`src/verilog/tcc_regs.svh`:
```
// register offsets, field positions and reset values of the timer channel block
`ifndef TCC_REGS_SVH
`define TCC_REGS_SVH
// ****************************************
// channel register offsets (low six address bits)
// ****************************************
`define TCC_OFS_CCR 6'h00
`define TCC_OFS_CMR 6'h04
`define TCC_OFS_CV 6'h10
`define TCC_OFS_CAPA 6'h14
`define TCC_OFS_CAPB 6'h18
`define TCC_OFS_PERD 6'h1C
`define TCC_OFS_SR 6'h20
`define TCC_OFS_IER 6'h24
`define TCC_OFS_IDR 6'h28
`define TCC_OFS_IMR 6'h2C
// ****************************************
// block registers (full address)
// ****************************************
`define TCC_OFS_BCR 8'hC0
`define TCC_OFS_BMR 8'hC4
// ****************************************
// command bits
// ****************************************
`define TCC_CCR_CLKEN 0
`define TCC_CCR_CLKDIS 1
`define TCC_CCR_SWTRG 2
`define TCC_BCR_SYNC 0
// ****************************************
// mode register field positions
// ****************************************
`define TCC_F_STOP 6
`define TCC_F_DIS 7
`define TCC_F_EDGE 8
`define TCC_F_LINE 10
`define TCC_F_SRC 10
`define TCC_F_EVTRG 12
`define TCC_F_PTRG 14
`define TCC_F_WAVE 15
`define TCC_F_LDA 16
`define TCC_F_LDB 18
`define TCC_F_AMATCH 16
`define TCC_F_APER 18
`define TCC_F_AEVT 20
`define TCC_F_ASOFT 22
`define TCC_F_BMATCH 24
`define TCC_F_BPER 26
`define TCC_F_BEVT 28
`define TCC_F_BSOFT 30
// ****************************************
// status bit positions
// ****************************************
`define TCC_SR_WRAP 0
`define TCC_SR_OVR 1
`define TCC_SR_MA 2
`define TCC_SR_MB 3
`define TCC_SR_PER 4
`define TCC_SR_LDA 5
`define TCC_SR_LDB 6
`define TCC_SR_ETRG 7
`define TCC_SR_CLKSTA 16
// ****************************************
// reset values and counter top
// ****************************************
`define TCC_RST_CMR 32'h0000_0000
`define TCC_RST_CNT 16'h0000
`define TCC_RST_BMR 6'h00
`define TCC_CNT_TOP 16'hFFFF
`endif

```
`src/verilog/tcc_pkg.sv`:
```
// types shared by the timer channel block
package tcc_pkg;
	// edge choice for loads, triggers and events
	typedef enum logic [1:0] {
		TCC_EDGE_NONE = 2'h0,
		TCC_EDGE_RISE = 2'h1,
		TCC_EDGE_FALL = 2'h2,
		TCC_EDGE_BOTH = 2'h3
	} tcc_edge_t;
	// output action of one event
	typedef enum logic [1:0] {
		TCC_ACT_NONE = 2'h0,
		TCC_ACT_SET = 2'h1,
		TCC_ACT_CLR = 2'h2,
		TCC_ACT_TGL = 2'h3
	} tcc_act_t;
endpackage

```
`src/verilog/tcc_timer.sv`:
```
// three-channel 16-bit timer block with capture and waveform modes
//
// The strobed register port was chosen for this implementation.
`timescale 1ns/1ps
`include "tcc_regs.svh"

module tcc_timer #(
	parameter int NCH = 3
) (
	input wire logic CLK_SYS_IN,
	input wire logic RST_IN,
	input wire logic [7:0] ADDR_IN,
	input wire logic [31:0] WDATA_IN,
	input wire logic WR_IN,
	input wire logic RD_IN,
	output logic [31:0] RDATA_OUT,
	input wire logic [NCH-1:0] IO_A_IN,
	output logic [NCH-1:0] IO_A_OUT,
	output logic [NCH-1:0] IO_A_OE_N_OUT,
	input wire logic [NCH-1:0] IO_B_IN,
	output logic [NCH-1:0] IO_B_OUT,
	output logic [NCH-1:0] IO_B_OE_N_OUT,
	input wire logic [2:0] EXT_CLK_IN,
	output logic [NCH-1:0] IRQ_OUT
);
	localparam int NIN = 2 * NCH + 3;

	// ****************************************
	// pin synchronisers
	// ****************************************
	logic [NIN-1:0] pin_w; // line A, line B, ext clock lines
	logic [NIN-1:0] s1_q; // first stage, feeds s2 only
	logic [NIN-1:0] s2_q;
	logic [NIN-1:0] s3_q;
	logic [NIN-1:0] lvl_q; // accepted level
	logic [NIN-1:0] rise_w;
	logic [NIN-1:0] fall_w;

	assign pin_w = {EXT_CLK_IN, IO_B_IN, IO_A_IN};

	// three-stage chain against metastability
	always_ff @(posedge CLK_SYS_IN) begin
		if (RST_IN) begin
			s1_q <= '0;
			s2_q <= '0;
			s3_q <= '0;
		end else begin
			s1_q <= pin_w;
			s2_q <= s1_q;
			s3_q <= s2_q;
		end
	end

	// a change counts only once stages two and three agree
	always_ff @(posedge CLK_SYS_IN) begin
		if (RST_IN) begin
			lvl_q <= '0;
		end else begin
			for (int i = 0; i < NIN; i++) begin
				if (s2_q[i] == s3_q[i]) begin
					lvl_q[i] <= s3_q[i];
				end
			end
		end
	end

	// edges seen against the accepted level
	assign rise_w = ~lvl_q & s2_q & s3_q;
	assign fall_w = lvl_q & ~s2_q & ~s3_q;

	// ****************************************
	// helpers
	// ****************************************
	// edge code: bit 0 rising, bit 1 falling, both for each edge
	function automatic logic edge_hit(input logic [1:0] sel, input logic r, input logic f);
		return (sel[0] & r) | (sel[1] & f);
	endfunction

	// new line level for one action code
	function automatic logic out_act(input logic [1:0] a, input logic cur);
		case (a)
			tcc_pkg::TCC_ACT_SET: out_act = 1'b1;
			tcc_pkg::TCC_ACT_CLR: out_act = 1'b0;
			tcc_pkg::TCC_ACT_TGL: out_act = ~cur;
			default: out_act = cur;
		endcase
	endfunction

	// ****************************************
	// channel state
	// ****************************************
	logic [31:0] mode_q [NCH]; // channel mode
	logic [15:0] cnt_q [NCH]; // counter value
	logic [15:0] capa_q [NCH]; // capture / match A
	logic [15:0] capb_q [NCH]; // capture / match B
	logic [15:0] perd_q [NCH]; // period compare
	logic [7:0] sr_q [NCH]; // sticky flags
	logic [7:0] imr_q [NCH]; // interrupt mask
	logic [NCH-1:0] en_q; // counter clock enabled
	logic [NCH-1:0] run_q; // counter clock started
	logic [NCH-1:0] armed_q; // A loaded, B not yet
	logic [NCH-1:0] unrd_a_q; // A holds an unread value
	logic [NCH-1:0] unrd_b_q; // B holds an unread value
	logic [5:0] bmr_q; // clock routing, stored only

	// ****************************************
	// bus decode
	// ****************************************
	logic [5:0] reg_w;
	logic sync_w; // block-wide software trigger
	logic [NCH-1:0] sel_w; // channel addressed

	assign reg_w = ADDR_IN[5:0];
	assign sync_w = WR_IN & (ADDR_IN == `TCC_OFS_BCR) & WDATA_IN[`TCC_BCR_SYNC];

	always_comb begin
		for (int c = 0; c < NCH; c++) begin
			sel_w[c] = (ADDR_IN[7:6] == 2'(c));
		end
	end

	// ****************************************
	// per-channel events
	// ****************************************
	logic [NCH-1:0] wave_w, tick_w, ma_w, mb_w, mc_w, ovf_w, sw_w;
	logic [NCH-1:0] ev_w, ext_w, trg_w, lda_w, ldb_w, ovr_w;
	logic [NCH-1:0] stop_w, dis_w;

	always_comb begin
		logic [31:0] m;
		logic tr, tf, er, ef;
		m = '0;
		tr = 1'b0;
		tf = 1'b0;
		er = 1'b0;
		ef = 1'b0;
		for (int c = 0; c < NCH; c++) begin
			m = mode_q[c];
			wave_w[c] = m[`TCC_F_WAVE];
			tick_w[c] = en_q[c] & run_q[c];
			// compares only count while the counter advances
			ma_w[c] = wave_w[c] & tick_w[c] & (cnt_q[c] == capa_q[c]);
			mb_w[c] = wave_w[c] & tick_w[c] & (cnt_q[c] == capb_q[c]);
			mc_w[c] = tick_w[c] & (cnt_q[c] == perd_q[c]);
			ovf_w[c] = tick_w[c] & (cnt_q[c] == `TCC_CNT_TOP);
			sw_w[c] = (WR_IN & sel_w[c] & (reg_w == `TCC_OFS_CCR)
				& WDATA_IN[`TCC_CCR_SWTRG]) | sync_w;
			// capture trigger line
			if (m[`TCC_F_LINE]) begin
				tr = rise_w[c];
				tf = fall_w[c];
			end else begin
				tr = rise_w[NCH + c];
				tf = fall_w[NCH + c];
			end
			// waveform event source
			case (m[`TCC_F_SRC +: 2])
				2'h0: begin
					er = rise_w[NCH + c];
					ef = fall_w[NCH + c];
				end
				2'h1: begin
					er = rise_w[2 * NCH];
					ef = fall_w[2 * NCH];
				end
				2'h2: begin
					er = rise_w[2 * NCH + 1];
					ef = fall_w[2 * NCH + 1];
				end
				default: begin
					er = rise_w[2 * NCH + 2];
					ef = fall_w[2 * NCH + 2];
				end
			endcase
			ev_w[c] = wave_w[c] & edge_hit(m[`TCC_F_EDGE +: 2], er, ef);
			ext_w[c] = ~wave_w[c] & edge_hit(m[`TCC_F_EDGE +: 2], tr, tf);
			// event becomes a trigger only when enabled
			trg_w[c] = sw_w[c] | ext_w[c] | (ev_w[c] & m[`TCC_F_EVTRG])
				| (m[`TCC_F_PTRG] & mc_w[c]);
			// capture loads, alternating A then B
			lda_w[c] = ~wave_w[c] & ~armed_q[c]
				& edge_hit(m[`TCC_F_LDA +: 2], rise_w[c], fall_w[c]);
			ldb_w[c] = ~wave_w[c] & armed_q[c]
				& edge_hit(m[`TCC_F_LDB +: 2], rise_w[c], fall_w[c]);
			ovr_w[c] = (lda_w[c] & unrd_a_q[c]) | (ldb_w[c] & unrd_b_q[c]);
			// stop/disable from period match or B load
			stop_w[c] = wave_w[c] ? (mc_w[c] & m[`TCC_F_STOP]) : (ldb_w[c] & m[`TCC_F_STOP]);
			dis_w[c] = wave_w[c] ? (mc_w[c] & m[`TCC_F_DIS]) : (ldb_w[c] & m[`TCC_F_DIS]);
		end
	end

	// ****************************************
	// counter clock control
	// ****************************************
	// disable beats enable; a stop beats a start in the same cycle
	always_ff @(posedge CLK_SYS_IN) begin
		if (RST_IN) begin
			en_q <= '0;
			run_q <= '0;
		end else begin
			for (int c = 0; c < NCH; c++) begin
				if (dis_w[c] | (WR_IN & sel_w[c] & (reg_w == `TCC_OFS_CCR)
					& WDATA_IN[`TCC_CCR_CLKDIS])) begin
					en_q[c] <= 1'b0;
				end else if (WR_IN & sel_w[c] & (reg_w == `TCC_OFS_CCR)
					& WDATA_IN[`TCC_CCR_CLKEN]) begin
					en_q[c] <= 1'b1;
				end
				if (stop_w[c]) begin
					run_q[c] <= 1'b0;
				end else if (trg_w[c] & en_q[c]) begin
					run_q[c] <= 1'b1;
				end
			end
		end
	end

	// ****************************************
	// counter
	// ****************************************
	always_ff @(posedge CLK_SYS_IN) begin
		if (RST_IN) begin
			for (int c = 0; c < NCH; c++) begin
				cnt_q[c] <= `TCC_RST_CNT;
			end
		end else begin
			for (int c = 0; c < NCH; c++) begin
				if (WR_IN & sel_w[c] & (reg_w == `TCC_OFS_CV)) begin
					cnt_q[c] <= WDATA_IN[15:0];
				end else if (trg_w[c]) begin
					cnt_q[c] <= `TCC_RST_CNT;
				end else if (tick_w[c]) begin
					cnt_q[c] <= cnt_q[c] + 16'h0001; // wraps past top
				end
			end
		end
	end

	// ****************************************
	// mode, compare and capture registers
	// ****************************************
	always_ff @(posedge CLK_SYS_IN) begin
		if (RST_IN) begin
			bmr_q <= `TCC_RST_BMR;
			for (int c = 0; c < NCH; c++) begin
				mode_q[c] <= `TCC_RST_CMR;
				capa_q[c] <= `TCC_RST_CNT;
				capb_q[c] <= `TCC_RST_CNT;
				perd_q[c] <= `TCC_RST_CNT;
				imr_q[c] <= 8'h00;
			end
		end else begin
			if (WR_IN & (ADDR_IN == `TCC_OFS_BMR)) begin
				bmr_q <= WDATA_IN[5:0];
			end
			for (int c = 0; c < NCH; c++) begin
				if (WR_IN & sel_w[c] & (reg_w == `TCC_OFS_CMR)) begin
					mode_q[c] <= WDATA_IN;
				end
				// hardware load has priority over software write
				if (lda_w[c]) begin
					capa_q[c] <= cnt_q[c];
				end else if (WR_IN & sel_w[c] & wave_w[c] & (reg_w == `TCC_OFS_CAPA)) begin
					capa_q[c] <= WDATA_IN[15:0];
				end
				if (ldb_w[c]) begin
					capb_q[c] <= cnt_q[c];
				end else if (WR_IN & sel_w[c] & wave_w[c] & (reg_w == `TCC_OFS_CAPB)) begin
					capb_q[c] <= WDATA_IN[15:0];
				end
				if (WR_IN & sel_w[c] & (reg_w == `TCC_OFS_PERD)) begin
					perd_q[c] <= WDATA_IN[15:0];
				end
				// mask: enable and disable writes
				if (WR_IN & sel_w[c] & (reg_w == `TCC_OFS_IER)) begin
					imr_q[c] <= imr_q[c] | WDATA_IN[7:0];
				end else if (WR_IN & sel_w[c] & (reg_w == `TCC_OFS_IDR)) begin
					imr_q[c] <= imr_q[c] & ~WDATA_IN[7:0];
				end
			end
		end
	end

	// ****************************************
	// capture sequencing and unread tracking
	// ****************************************
	always_ff @(posedge CLK_SYS_IN) begin
		if (RST_IN) begin
			armed_q <= '0;
			unrd_a_q <= '0;
			unrd_b_q <= '0;
		end else begin
			for (int c = 0; c < NCH; c++) begin
				if (trg_w[c]) begin
					armed_q[c] <= 1'b0;
				end else if (lda_w[c]) begin
					armed_q[c] <= 1'b1;
				end else if (ldb_w[c]) begin
					armed_q[c] <= 1'b0;
				end
				// a load in the read cycle wins
				if (lda_w[c]) begin
					unrd_a_q[c] <= 1'b1;
				end else if (RD_IN & sel_w[c] & (reg_w == `TCC_OFS_CAPA)) begin
					unrd_a_q[c] <= 1'b0;
				end
				if (ldb_w[c]) begin
					unrd_b_q[c] <= 1'b1;
				end else if (RD_IN & sel_w[c] & (reg_w == `TCC_OFS_CAPB)) begin
					unrd_b_q[c] <= 1'b0;
				end
			end
		end
	end

	// ****************************************
	// sticky status flags
	// ****************************************
	// clear on read, but a new event in that cycle is kept
	always_ff @(posedge CLK_SYS_IN) begin
		if (RST_IN) begin
			for (int c = 0; c < NCH; c++) begin
				sr_q[c] <= 8'h00;
			end
		end else begin
			for (int c = 0; c < NCH; c++) begin
				logic [7:0] keep;
				logic [7:0] set;
				keep = sr_q[c];
				set = 8'h00;
				if (RD_IN & sel_w[c] & (reg_w == `TCC_OFS_SR)) begin
					keep = 8'h00;
				end
				if (RD_IN & sel_w[c] & (reg_w == `TCC_OFS_CAPA)) begin
					keep[`TCC_SR_LDA] = 1'b0;
				end
				if (RD_IN & sel_w[c] & (reg_w == `TCC_OFS_CAPB)) begin
					keep[`TCC_SR_LDB] = 1'b0;
				end
				set[`TCC_SR_WRAP] = ovf_w[c];
				set[`TCC_SR_OVR] = ovr_w[c];
				set[`TCC_SR_MA] = ma_w[c];
				set[`TCC_SR_MB] = mb_w[c];
				set[`TCC_SR_PER] = mc_w[c];
				set[`TCC_SR_LDA] = lda_w[c];
				set[`TCC_SR_LDB] = ldb_w[c];
				set[`TCC_SR_ETRG] = ext_w[c] | ev_w[c];
				sr_q[c] <= keep | set;
			end
		end
	end

	// interrupt line follows flags under mask, one cycle late
	always_ff @(posedge CLK_SYS_IN) begin
		if (RST_IN) begin
			IRQ_OUT <= '0;
		end else begin
			for (int c = 0; c < NCH; c++) begin
				IRQ_OUT[c] <= |(sr_q[c] & imr_q[c]);
			end
		end
	end

	// ****************************************
	// output controller
	// ****************************************
	// first event with a real action wins; lines hold in capture mode
	always_ff @(posedge CLK_SYS_IN) begin
		if (RST_IN) begin
			IO_A_OUT <= '0;
			IO_B_OUT <= '0;
			IO_A_OE_N_OUT <= '1;
			IO_B_OE_N_OUT <= '1;
		end else begin
			for (int c = 0; c < NCH; c++) begin
				logic [31:0] m;
				m = mode_q[c];
				IO_A_OE_N_OUT[c] <= ~wave_w[c];
				IO_B_OE_N_OUT[c] <= ~(wave_w[c] & (m[`TCC_F_SRC +: 2] != 2'h0));
				if (wave_w[c]) begin
					if (sw_w[c] & (|m[`TCC_F_ASOFT +: 2])) begin
						IO_A_OUT[c] <= out_act(m[`TCC_F_ASOFT +: 2], IO_A_OUT[c]);
					end else if (ev_w[c] & (|m[`TCC_F_AEVT +: 2])) begin
						IO_A_OUT[c] <= out_act(m[`TCC_F_AEVT +: 2], IO_A_OUT[c]);
					end else if (mc_w[c] & (|m[`TCC_F_APER +: 2])) begin
						IO_A_OUT[c] <= out_act(m[`TCC_F_APER +: 2], IO_A_OUT[c]);
					end else if (ma_w[c] & (|m[`TCC_F_AMATCH +: 2])) begin
						IO_A_OUT[c] <= out_act(m[`TCC_F_AMATCH +: 2], IO_A_OUT[c]);
					end
					if (sw_w[c] & (|m[`TCC_F_BSOFT +: 2])) begin
						IO_B_OUT[c] <= out_act(m[`TCC_F_BSOFT +: 2], IO_B_OUT[c]);
					end else if (ev_w[c] & (|m[`TCC_F_BEVT +: 2])) begin
						IO_B_OUT[c] <= out_act(m[`TCC_F_BEVT +: 2], IO_B_OUT[c]);
					end else if (mc_w[c] & (|m[`TCC_F_BPER +: 2])) begin
						IO_B_OUT[c] <= out_act(m[`TCC_F_BPER +: 2], IO_B_OUT[c]);
					end else if (mb_w[c] & (|m[`TCC_F_BMATCH +: 2])) begin
						IO_B_OUT[c] <= out_act(m[`TCC_F_BMATCH +: 2], IO_B_OUT[c]);
					end
				end
			end
		end
	end

	// ****************************************
	// read data
	// ****************************************
	// stands only in the cycle after the read strobe
	always_ff @(posedge CLK_SYS_IN) begin
		if (RST_IN) begin
			RDATA_OUT <= '0;
		end else begin
			RDATA_OUT <= '0;
			if (RD_IN) begin
				if (ADDR_IN == `TCC_OFS_BMR) begin
					RDATA_OUT <= {26'h0, bmr_q};
				end
				for (int c = 0; c < NCH; c++) begin
					if (sel_w[c]) begin
						case (reg_w)
							`TCC_OFS_CMR: RDATA_OUT <= mode_q[c];
							`TCC_OFS_CV: RDATA_OUT <= {16'h0, cnt_q[c]};
							`TCC_OFS_CAPA: RDATA_OUT <= {16'h0, capa_q[c]};
							`TCC_OFS_CAPB: RDATA_OUT <= {16'h0, capb_q[c]};
							`TCC_OFS_PERD: RDATA_OUT <= {16'h0, perd_q[c]};
							`TCC_OFS_SR: RDATA_OUT <= {15'h0, en_q[c], 8'h0, sr_q[c]};
							`TCC_OFS_IMR: RDATA_OUT <= {24'h0, imr_q[c]};
							default: RDATA_OUT <= '0;
						endcase
					end
				end
			end
		end
	end
endmodule

```
`config.mk`:
```
export PLATFORM = sky130hd
export DESIGN_NAME = tcc_timer
export DESIGN_NICKNAME = d
export VERILOG_FILES = /design/src/verilog/tcc_pkg.sv /design/src/verilog/tcc_timer.sv
export VERILOG_INCLUDE_DIRS = /design/src /design/src/verilog
export SDC_FILE = /design/constraint.sdc
export NUM_CORES = 1
export LEC_CHECK = 0
export BUFFER_PORTS_ARGS = -buffer_cell sky130_fd_sc_hd__buf_2
export CORE_MARGIN = 1.5
export CORE_UTILIZATION = 50
export CTS_BUF_LIST = sky130_fd_sc_hd__clkbuf_8
export DETAILED_ROUTE_END_ITERATION = 8
export PLACE_DENSITY_LB_ADDON = 0.1
export SLEW_MARGIN = 10
export SYNTH_ARGS = -nofsm -noshare
export SYNTH_HDL_FRONTEND = slang
export SYNTH_SLANG_ARGS = --single-unit
export TNS_END_PERCENT = 5
```
`constraint.sdc`:
```
create_clock -name CLK_SYS_IN -period 4.16 [get_ports CLK_SYS_IN]
set_input_delay 0.208 -clock CLK_SYS_IN [delete_from_list [all_inputs] [get_ports CLK_SYS_IN]]
set_output_delay 0.208 -clock CLK_SYS_IN [all_outputs]
set_load 0.02 [all_outputs]
```
==> reports/results.txt <==
layout cells sized above 1 -> 14.93%
CP max FO -> 16
global-route wire length before repair -> 142.8 mm
dpl hpwl -> 72.88 mm
post-route minimum period -> 3.390 ns
full die area -> 49620 um2
final WL -> 101.1 mm
skew final -> 0.03613 ns
Seq/Total Area, Yosys -> 49.42%
Cell variety after synth -> 79
RD Place Congestion -> 1.036
I/O Buffers -> 99
ant diodes -> 0
XOR/XNOR share of the synthesized area -> 6.820%
CTS buffer count -> 79
fmax -> 0.2950 GHz
Post-Syn Nets -> 2548
Synth Area in Adders -> 2.798%
critical path required time -> 4.68 ns
status -> finished clean
H-tree levels -> 3
Cell Area, Synth -> 24140 um2
Total GRT Usage -> 40.28%
commonest non-fill, non-tap cell in the layout -> edfxtp_1
initial core utilization -> 50.67%
Core Region -> 47650 um2
leak pwr -> 10.13 nW
Syn Area/Cell -> 9.891 um2
worst relative slew slack -> 17.42%
Cells after Synth -> 2441
Yosys warning count -> 0
CTS max path bufs -> 3
ys async rst share -> 0%
RSZ-0062 raised after global routing -> false
WS Path Type -> register to register
Worst Tran Pin Value -> 1.234 ns
Hold Vio Cnt, Final -> 0
EDFF count, synth -> 312
Pre-antenna DRT Iters -> 6
largest net degree at the start of global routing -> 49
final core utilization -> 57.87%
DRC violations left -> 0
CTS Root Cell -> clkbuf_8
Fillers -> 4120
via-per-instance ratio -> 6.608
Post-Synth Simple-Gate Area -> 17.67%
Iter 0 DRT Violations -> 3494
later-pin clock latency in the skew report -> 0.68 ns
TritonCTS clock tree -> built
CTS clk-pin slew, worst paths -> 0.07 ns
row count -> 80
Num Clock Sinks -> 440
fin. max-slew vios -> 0
Worst Path Arrival -> 3.91 ns
Pwr Density -> 381.5 nW/um2
initial antenna violation count -> 2
global route overflow -> 0
Final period util -> 81.50%
Synth Area in Compound Gates -> 16.16%
I/O pin count -> 100
most frequent cells in the layout -> edfxtp_1 (312), nand2_1 (287), nor2_1 (202), a21oi_1 (136), dfxtp_1 (128)
min-delay worst type -> primary input to register
final setup TNS -> 0 ns
Peak VDD IR -> 0.0003013 V
Synth Flop Type -> edfxtp_1
CP endpoint kind -> register
mux cell area share after synthesis -> 3.068%
Die Width -> 222.7 um
Area growth syn-to-layout -> 14.20%
vias in the first global route -> 20000
die height -> 222.7 um
Nets -> 2674
Final ANT Viol Nets -> 0
Final setup viols -> 0
largest family of logic cells by synthesized area -> simple AND/OR/NAND/NOR gates
Max Cap Viol -> 0
routed vias -> 21460
Seq cells post-synth -> 440
Routed WL per cell -> 31.13 um
crit start category -> register
power breakdown:
part	switching, mW	leakage, nW	internal (mW)
Sequential	0.259	4.14	4.86
Clock	1.96	0.946	2.47
Combinational	0.639	5.04	0.334
Total	2.86	10.1	7.66
critical path: stages (launching register included):
cell and delay, ns:
edfxtp_1 0.67, inv_1 0.09, a32oi_1 0.28, nand4_1 0.48, a311oi_4 0.61, a21oi_1 0.15, nor2_2 0.78, o2bb2ai_1 0.18
per-stage QoR:
step / instances / area (um2) / hold slack [ns] / setup slack, ns / power (mW)
after floorplan: 2441 / 24140 / 0.3362 / 0.4111 / 5.637
after global placement: 3071 / 25560 / 0.4192 / 0.5125 / 6.094
after detailed placement: 3071 / 25560 / 0.4204 / 0.4908 / 6.105
after CTS: 3248 / 27570 / 0.04289 / 0.8854 / 10.48
after global routing: 3248 / 27570 / 0.06954 / 0.6684 / 10.76
final: 3248 / 27570 / 0.1068 / 0.7697 / 10.52
cell usage after synthesis (23+ instances only):
cell | number | area share, %
edfxtp_1 | 312 | 39
nand2_1 | 287 | 4.5
inv_1 | 61 | 0.95
xor2_1 | 79 | 2.9
nor2b_1 | 57 | 1.5
o21ai_0 | 102 | 2.1
xnor2_1 | 109 | 4.0
and2_1 | 54 | 1.4
nor2_1 | 206 | 3.2
a211oi_1 | 38 | 1.2
a21oi_1 | 136 | 2.8
mux2i_1 | 56 | 2.3
nor4_1 | 23 | 0.60
nor3_1 | 33 | 0.68
a222oi_1 | 25 | 1.0
a22oi_1 | 95 | 3.0
nand3_1 | 61 | 1.3
clkbuf_1 | 152 | 2.4
ha_1 | 54 | 2.8
dfxtp_1 | 128 | 11
nand4_1 | 27 | 0.70
state kept, by name (all words and copies together) (netlist names):
register       count
IO_A_OUT           3
cnt_q             48
IO_B_OE_N_OUT      3
unrd_a_q           3
sr_q              24
RDATA_OUT         32
imr_q             24
run_q              3
s1_q               9
IRQ_OUT            3
s2_q               9
IO_B_OUT           3
lvl_q              9
armed_q            3
mode_q            96
en_q               3
IO_A_OE_N_OUT      3
capb_q            48
capa_q            48
bmr_q              6
perd_q            48
unrd_b_q           3
s3_q               9
path summary, 6_finish.rpt:
path	depth (start not counted)	slack [ns]	from	to
hold reg to reg	1	0.43	s1_q[4]$_SDFF_PP0_	s2_q[4]$_SDFF_PP0_
setup / recovery	7	0.77	mode_q[0][74]$_DFFE_PP_	cnt_q[2][0]$_DFFE_PP_
hold / removal	3	0.11	WR_IN	bmr_q[2]$_SDFFE_PP0P_
setup reg to reg	7	0.77	mode_q[0][74]$_DFFE_PP_	cnt_q[2][0]$_DFFE_PP_
repair_timing:
item / CTS / global route
hold buffers: 30 / 0
endpoints found under the hold margin: 62 / 0
gates resized for setup: 0 / 0
setup buffers: 0 / 0
per-layer routing:
metal,vias to the layer above,wire length [um],global-route usage (%)
li1,9183,-,-
met1,10470,40100,55.51
met2,1504,42690,58.45
met3,305,11990,9.323
met4,4,6288,22.27
met5,-,27,0
logic make-up after synthesis:
kind of cell,after synthesis
compound gates,566
xor+xnor,188
fa+ha+maj,54
buf+inv,251
flops,440
mux,72
simple gates,870
cell type report:
type	count	area (um2)	area share [%]
sequential	440	11930	43.27
clock inverter	44	297.8	1.080
multi-input combinational	1750	11320	41.06
inverter	61	229.0	0.8304
timing repair buffer	235	1607	5.826
clock buffer	103	1418	5.141
tap	615	769.5	2.791
(Power assumes the default switching activity.)
